**config.mk**
```make
export PLATFORM = sky130hd
export DESIGN_NAME = cbb_unit
export DESIGN_NICKNAME = d
export VERILOG_FILES = /design/src/rtl/cbb_pkg.sv /design/src/rtl/cbb_decode.sv /design/src/rtl/cbb_unit.sv
export SDC_FILE = /design/constraint.sdc
export NUM_CORES = 1
export LEC_CHECK = 0
export ABC_CLOCK_PERIOD_IN_PS = 9850
export BUFFER_PORTS_ARGS = -buffer_cell sky130_fd_sc_hd__buf_4
export CAP_MARGIN = 0
export CORE_UTILIZATION = 50
export DETAILED_ROUTE_END_ITERATION = 8
export PLACE_DENSITY = 0.84
export SLEW_MARGIN = 20
export SYNTH_ARGS = -nofsm -noshare
export SYNTH_HDL_FRONTEND = slang
export SYNTH_SLANG_ARGS = --single-unit
```
**constraint.sdc**
```tcl
create_clock -name i_ref_clk -period 9.85 [get_ports i_ref_clk]
set_clock_uncertainty 0.15 [all_clocks]
set_input_delay 0.4925 -clock i_ref_clk [delete_from_list [all_inputs] [get_ports i_ref_clk]]
set_output_delay 0.4925 -clock i_ref_clk [all_outputs]
set_load 0.01 [all_outputs]
```
**src/rtl/cbb_pkg.sv**
```systemverilog
// constants and types for the compare-and-bit branch unit
//
// Behaviour
// - short compare branch: equal adds length plus displacement, else length only
// - both compare branches set carry when accumulator is below operand, else clear
// - compare branch: 3 bytes 2 cycles short address, 4 bytes 3 cycles long
// - opcode 04H, 05H, 03H pick address pages; others use 06H with both bytes
// - long compare opcode 06H carries low, high address and displacement, 4 bytes
// - long compare takes 3 cycles; equal adds 4 plus displacement, else 4
// - compare operand is memory or register byte, chosen only by its address
// - bit branch picks one of eight bits; zero adds length plus displacement
// - bit branch with tested bit one advances by length only
// - bit number in opcode low bits: 28H low page, 38H FE page; C7H middle
// - C7H addresses below 2000H, third byte packs bit number with high bits
// - middle bit branch: one adds 4, zero adds 4 plus displacement
package cbb_pkg;

    // ----------------------------------------------------------------
    // opcodes
    // ----------------------------------------------------------------
    localparam logic [7:0] CBB_OP_EQ_PAGE0 = 8'h04;
    localparam logic [7:0] CBB_OP_EQ_PAGE1 = 8'h05;
    localparam logic [7:0] CBB_OP_EQ_PAGEFE = 8'h03;
    localparam logic [7:0] CBB_OP_EQ_LONG = 8'h06;
    localparam logic [4:0] CBB_OP_BIT_LOW_BASE = 5'h05; // 28H..2FH, top five bits
    localparam logic [4:0] CBB_OP_BIT_FE_BASE = 5'h07; // 38H..3FH, top five bits
    localparam logic [7:0] CBB_OP_BIT_MID = 8'hC7;

    // ----------------------------------------------------------------
    // address pages and field positions
    // ----------------------------------------------------------------
    localparam logic [7:0] CBB_PAGE0_HI = 8'h00;
    localparam logic [7:0] CBB_PAGE1_HI = 8'h01;
    localparam logic [7:0] CBB_PAGEFE_HI = 8'hFE;
    localparam int CBB_MID_BIT_POS = 5; // bit number sits in byte 2 bits 7..5
    localparam int CBB_MID_HI_W = 5; // high address bits in byte 2 bits 4..0

    // ----------------------------------------------------------------
    // lengths and cycle counts
    // ----------------------------------------------------------------
    localparam logic [2:0] CBB_LEN_SHORT = 3'h3;
    localparam logic [2:0] CBB_LEN_LONG = 3'h4;
    localparam int CBB_CYC_SHORT = 2;
    localparam int CBB_CYC_LONG = 3;

    // ----------------------------------------------------------------
    // sequencer states
    // ----------------------------------------------------------------
    typedef enum logic [1:0] {
        CBB_IDLE,
        CBB_FETCH,
        CBB_WAIT,
        CBB_FINISH
    } cbb_state_t;

endpackage : cbb_pkg

```
**src/rtl/cbb_decode.sv**
```systemverilog
// opcode decoder: operand address, bit number, length and cycle class
`timescale 1ns/100ps
module cbb_decode (
    input wire logic [7:0] i_opcode,
    input wire logic [7:0] i_byte1,
    input wire logic [7:0] i_byte2,
    input wire logic [7:0] i_byte3,
    output logic o_valid,
    output logic o_is_bit,
    output logic [15:0] o_addr,
    output logic [2:0] o_bitn,
    output logic [7:0] o_disp,
    output logic [2:0] o_len,
    output logic o_three
);

    // ----------------------------------------------------------------
    // decode
    // ----------------------------------------------------------------
    // the address alone picks memory or register space; no extra select
    always_comb begin
        o_valid = 1'b1;
        o_is_bit = 1'b0;
        o_addr = {cbb_pkg::CBB_PAGE0_HI, i_byte1};
        o_bitn = 3'h0;
        o_disp = i_byte2;
        o_len = cbb_pkg::CBB_LEN_SHORT;
        o_three = 1'b0;
        if (i_opcode == cbb_pkg::CBB_OP_EQ_PAGE0) begin
            o_addr = {cbb_pkg::CBB_PAGE0_HI, i_byte1};
        end else if (i_opcode == cbb_pkg::CBB_OP_EQ_PAGE1) begin
            o_addr = {cbb_pkg::CBB_PAGE1_HI, i_byte1};
        end else if (i_opcode == cbb_pkg::CBB_OP_EQ_PAGEFE) begin
            o_addr = {cbb_pkg::CBB_PAGEFE_HI, i_byte1};
        end else if (i_opcode == cbb_pkg::CBB_OP_EQ_LONG) begin
            o_addr = {i_byte2, i_byte1};
            o_disp = i_byte3;
            o_len = cbb_pkg::CBB_LEN_LONG;
            o_three = 1'b1;
        end else if (i_opcode[7:3] == cbb_pkg::CBB_OP_BIT_LOW_BASE) begin
            o_is_bit = 1'b1;
            o_bitn = i_opcode[2:0];
        end else if (i_opcode[7:3] == cbb_pkg::CBB_OP_BIT_FE_BASE) begin
            o_is_bit = 1'b1;
            o_bitn = i_opcode[2:0];
            o_addr = {cbb_pkg::CBB_PAGEFE_HI, i_byte1};
        end else if (i_opcode == cbb_pkg::CBB_OP_BIT_MID) begin
            o_is_bit = 1'b1;
            o_bitn = i_byte2[7:cbb_pkg::CBB_MID_BIT_POS];
            o_addr = {3'h0, i_byte2[cbb_pkg::CBB_MID_HI_W-1:0], i_byte1};
            o_disp = i_byte3;
            o_len = cbb_pkg::CBB_LEN_LONG;
            o_three = 1'b1;
        end else begin
            o_valid = 1'b0;
        end
    end

endmodule : cbb_decode

```
**src/rtl/cbb_unit.sv**
```systemverilog
// compare-and-bit branch execution unit: operand read, flag and next pc
`timescale 1ns/100ps
module cbb_unit #(
    parameter int PC_W = 17
) (
    input wire logic i_ref_clk,
    input wire logic i_rst_n,
    input wire logic i_start,
    input wire logic [7:0] i_opcode,
    input wire logic [7:0] i_byte1,
    input wire logic [7:0] i_byte2,
    input wire logic [7:0] i_byte3,
    input wire logic [PC_W-1:0] i_pc,
    input wire logic [7:0] i_acc,
    input wire logic [7:0] i_mem_data,
    output logic o_ready,
    output logic o_mem_rd,
    output logic [15:0] o_mem_addr,
    output logic o_done,
    output logic o_taken,
    output logic [PC_W-1:0] o_next_pc,
    output logic o_carry_flag,
    output logic o_carry_we,
    output logic o_decode_miss
);

    // ----------------------------------------------------------------
    // state
    // ----------------------------------------------------------------
    typedef struct packed {
        cbb_pkg::cbb_state_t st;
        logic is_bit;
        logic three;
        logic [2:0] bitn;
        logic [2:0] len;
        logic [7:0] disp;
        logic [15:0] addr;
        logic [PC_W-1:0] pc;
        logic [7:0] acc;
        logic [7:0] opnd;
        logic [PC_W-1:0] npc;
        logic taken;
        logic cy;
        logic cy_we;
        logic miss;
    } cbb_regs_t;

    cbb_regs_t q_q;
    cbb_regs_t q_d;

    logic dec_valid;
    logic dec_is_bit;
    logic [15:0] dec_addr;
    logic [2:0] dec_bitn;
    logic [7:0] dec_disp;
    logic [2:0] dec_len;
    logic dec_three;
    logic accept;

    // sign-extended displacement added to the following instruction's pc
    function automatic logic [PC_W-1:0] cbb_target(input logic [PC_W-1:0] pc,
                                                   input logic [2:0] len,
                                                   input logic [7:0] disp);
        cbb_target = pc + PC_W'(len) + {{(PC_W-8){disp[7]}}, disp};
    endfunction : cbb_target

    // ----------------------------------------------------------------
    // decoder
    // ----------------------------------------------------------------
    cbb_decode u_decode (
        .i_opcode(i_opcode),
        .i_byte1(i_byte1),
        .i_byte2(i_byte2),
        .i_byte3(i_byte3),
        .o_valid(dec_valid),
        .o_is_bit(dec_is_bit),
        .o_addr(dec_addr),
        .o_bitn(dec_bitn),
        .o_disp(dec_disp),
        .o_len(dec_len),
        .o_three(dec_three)
    );

    assign accept = i_start && o_ready;

    // ----------------------------------------------------------------
    // sequencer: start, operand read, optional wait, finish
    // ----------------------------------------------------------------
    // the wait state only pads the long forms to their cycle count
    always_comb begin
        q_d = q_q;
        q_d.miss = 1'b0;
        case (q_q.st)
            cbb_pkg::CBB_IDLE: begin
                if (accept && dec_valid) begin
                    q_d.st = cbb_pkg::CBB_FETCH;
                    q_d.is_bit = dec_is_bit;
                    q_d.three = dec_three;
                    q_d.bitn = dec_bitn;
                    q_d.len = dec_len;
                    q_d.disp = dec_disp;
                    q_d.addr = dec_addr;
                    q_d.pc = i_pc;
                    q_d.acc = i_acc;
                end else if (accept) begin
                    q_d.miss = 1'b1; // unknown opcode is refused, no read
                end
            end
            cbb_pkg::CBB_FETCH: begin
                q_d.opnd = i_mem_data;
                if (q_q.is_bit) begin
                    q_d.taken = ~i_mem_data[q_q.bitn];
                    q_d.cy_we = 1'b0;
                end else begin
                    q_d.taken = (q_q.acc == i_mem_data);
                    q_d.cy = (q_q.acc < i_mem_data);
                    q_d.cy_we = 1'b1;
                end
                q_d.st = q_q.three ? cbb_pkg::CBB_WAIT : cbb_pkg::CBB_FINISH;
            end
            cbb_pkg::CBB_WAIT: begin
                q_d.st = cbb_pkg::CBB_FINISH;
            end
            cbb_pkg::CBB_FINISH: begin
                q_d.st = cbb_pkg::CBB_IDLE;
            end
            default: begin
                q_d.st = cbb_pkg::CBB_IDLE;
            end
        endcase
        // next pc settles one cycle after the read; held until the next read cycle ends or reset clears it
        if (q_q.st == cbb_pkg::CBB_FETCH) begin
            if (q_d.taken) begin
                q_d.npc = cbb_target(q_q.pc, q_q.len, q_q.disp);
            end else begin
                q_d.npc = q_q.pc + PC_W'(q_q.len);
            end
        end
    end

    // ----------------------------------------------------------------
    // register
    // ----------------------------------------------------------------
    always_ff @(posedge i_ref_clk or negedge i_rst_n) begin
        if (!i_rst_n) begin
            q_q <= '0;
        end else begin
            q_q <= q_d;
        end
    end

    // ----------------------------------------------------------------
    // outputs
    // ----------------------------------------------------------------
    assign o_ready = (q_q.st == cbb_pkg::CBB_IDLE);
    assign o_mem_rd = (q_q.st == cbb_pkg::CBB_FETCH);
    assign o_mem_addr = q_q.addr;
    assign o_done = (q_q.st == cbb_pkg::CBB_FINISH);
    assign o_taken = q_q.taken;
    assign o_next_pc = q_q.npc;
    assign o_carry_flag = q_q.cy;
    assign o_carry_we = o_done && q_q.cy_we;
    assign o_decode_miss = q_q.miss;
endmodule : cbb_unit
```
==> results.yml <==
run_status:
  status: "completed"
timing:
  fmax_mhz: 276
  fin_crit_sh_pct: 36.8
  setup_viol: 0
  finalSetupTns_ps: 0
  min_period_ps: 3630
  max-slew-margin-rel_pct: 35.5
  hold_viol_final: 0
  rsz0062_at_grt: "false"
  worstMarginPinSlew_ps: 968
  slew_violations: 0
  fin_hold_ws_ps: 118
cts:
  clock_latency_ps: 350
  ctsResizeCount: 0
  cts_buffer_depth: 2
  post_cts_buffers: 0
  htreeDepth: 3
  numCtsBuffers: 9
  cts_root_buf: "clkbuf_8"
  tritoncts: "done"
  path_clk_slew_ps: 90
  clock_sinks: 78
  cts-hold-fix-buffers: 0
power_and_ir_drop:
  p_switching_mw: 0.683
  switching_share_pct: 40.5
  power.share.sequential_pct: 32.4
  power_leakage_nw: 2.93
  powerDensity_nw_per_um2: 293
  pwr-share-comb_pct: 50.9
  clkPwrFrac_pct: 16.7
  cellInternalPower_mw: 1.00
  max-vdd-ir-drop_uv: 121
critical_path:
  required_ps: 9990
  cp.arrival_ps: 3770
  critPathLaunchType: "flip-flop"
  path_max_fanout: 5
  end_kind: "flip-flop"
  path_class: "flip-flop to flip-flop"
logic_synthesis:
  ys.flop_type: "dfrtp_1"
  synth_area_um2: 4850
  ys_seq_area_share_pct: 40.3
  synth.avg_cell_area_um2: 8.70
  synth-edff-count: 0
  synth_nets: 660
  synth_cell_types: 43
  ys_warn_count: 0
  syn-instance-count: 557
  async_flop_share_pct: 100
  ys_ff_latch: 78
hold_path:
  hp-class: "input port to asynchronous set/reset pin"
finish:
  stdcell_area_um2: 5740
  syn_to_final_growth_pct: 18.5
  drive_gt1_share_pct: 21.9
  fin_util_pct: 61.6
  fill_cells: 818
  layout.nets: 729
  n_antenna_cell: 0
floorplanning:
  die-area_um2: 10100
  die_w_um: 100
  coreArea_um2: 9330
  start_util_pct: 52.0
  num_rows: 35
  ios: 108
  die_y_um: 100
placed_design:
  hpwl_um: 7700
  dpl-instance-area_um2: 5500
  routabilityCongestion: 0.943
  io_buffer_count: 107
global_route:
  busiest_layer: "met2"
  grt_pass1_wl_um: 17800
  met2_usage_pct: 36.3
  use_met1_pct: 29.1
  grt_usage_pct: 22.3
  grt_pass1_vias: 3851
  use_met3_pct: 5.34
  overflow: 0
  antenna_found_initial: 0
  grt_max_degree: 79
detailed_routing:
  first_pass_iters: 5
  drt-total-wl_um: 10600
  wire_per_inst_um: 13.9
  drt_iter0_drc: 210
  drc: 0
  ant_nets: 0
  via_count: 3981
  vias_per_cell: 5.24
job:
  cap_violations: 0
-- Yosys cell counts (4+ instances only) --
cell      count  area (µm²)
a21o_1        9        67.6
a21oi_1      46         230
a22o_1        6        52.6
a31oi_1       5        31.3
and3_1        4        25.0
buf_2        13        65.1
buf_4        33         248
clkbuf_1      6        22.5
dfrtp_1      78        1950
ha_1         33         413
inv_1        16        60.1
mux2i_1      14         140
nand2_1     141         529
nand2b_1      6        37.5
nand3_1      11        55.1
nand4_1       5        31.3
nor2_1       28         105
o21ai_0      28         140
o21ai_1       7        35.0
xnor2_1      18         158
xor2_1       13         114
-- cell families (layout without fill, tap and decap cells) --
family,after synthesis,after routing,synth area share (%)
and+or+nand+nor,216,216,19.1
adders and majority gates,35,35,9.34
buffers and inverters,68,142,8.16
AOI/OAI and AO/OA,112,112,13.4
muxes,17,17,4.05
xor gates and xnor gates,31,31,5.60
DFF,78,78,40.3
-- cell usage in the layout, fill, tap and decap left out, drive strengths merged, types with 6 or more instances in the layout --
cell and instances:
a22o 6, nand2b 6, xnor2 18, a21o 9
dfrtp 78, xor2 13, nor2 29, mux2i 14
clkbuf 11, ha 33, o21ai 35, inv 16
nand2 141, buf 110, a21oi 47, nand3 11
-- per-stage QoR --
step	worst slack [ps]	std cells	total power [mW]
after detailed placement	6250	744	1.40
after CTS	6240	760	1.69
after floorplan	6550	557	1.20
final	6220	760	1.68
after global placement	6410	744	1.35
after global routing	5940	760	1.82
-- registers in the layout (all words and copies together), names as in the netlist --
signal	count
o_carry_flag	1
o_next_pc	17
o_mem_addr	16
o_decode_miss	1
o_taken	1
q_q	42
-- worst paths after layout --
kind | start | end | slack [ps] | cells past startpoint
setup reg to reg | q_q[79]$_DFFE_PN0P_ | o_next_pc[15]$_DFFE_PN0P_ | 6220 | 13
setup / recovery | q_q[79]$_DFFE_PN0P_ | o_next_pc[15]$_DFFE_PN0P_ | 6220 | 13
hold / removal | i_rst_n | q_q[81]$_DFFE_PN0P_ | 120 | 1
max in group asynchronous | i_rst_n | q_q[53]$_DFFE_PN0P_ | 8780 | 1
hold reg to reg | o_mem_addr[5]$_DFFE_PN0P_ | o_mem_addr[5]$_DFFE_PN0P_ | 330 | 2
min in group i_ref_clk | i_byte1[6] | o_mem_addr[6]$_DFFE_PN0P_ | 170 | 3
-- critical path, stage by stage, from the launching register on --
cell       delay, ps
dfrtp_1          430
ha_1             230
fa_1             400
a21oi_1          220
nor3b_1          100
xor2_1           170
ha_1             370
and2_1           190
a221o_1          360
nand4bb_1        240
a41oi_2          260
o21ai_0          160
xnor2_1          140
o21ai_0          150
-- power by group through the flow --
stage / clock (mW) / sequential [mW] / combinational, mW
2_1_floorplan: 0 / 0.527 / 0.669
3_3_place_gp: 0 / 0.545 / 0.807
3_5_place_dp: 0 / 0.552 / 0.845
4_1_cts: 0.286 / 0.546 / 0.854
5_1_grt: 0.296 / 0.563 / 0.962
6_report: 0.281 / 0.545 / 0.858
-- final cells by class --
type / count / area, µm² / share of cell area, %
clock buffer: 11 / 151 / 2.64
clock inverter: 5 / 81.3 / 1.42
inverter: 16 / 60.1 / 1.05
multi-input combinational: 411 / 2510 / 43.7
sequential: 78 / 1950 / 34.0
tap: 129 / 161 / 2.81
timing repair buffer: 110 / 826 / 14.4
-- per-layer routing --
layer  wire, µm  up-vias  part of all wire, %
met4        168        0                  1.6
met3        655       16                  6.2
li1           -     1993                    -
met2       4980      126                   47
met1       4760     1846                   45
met5          0        -                    0
No activity file was read; power rests on OpenSTA's default activity.
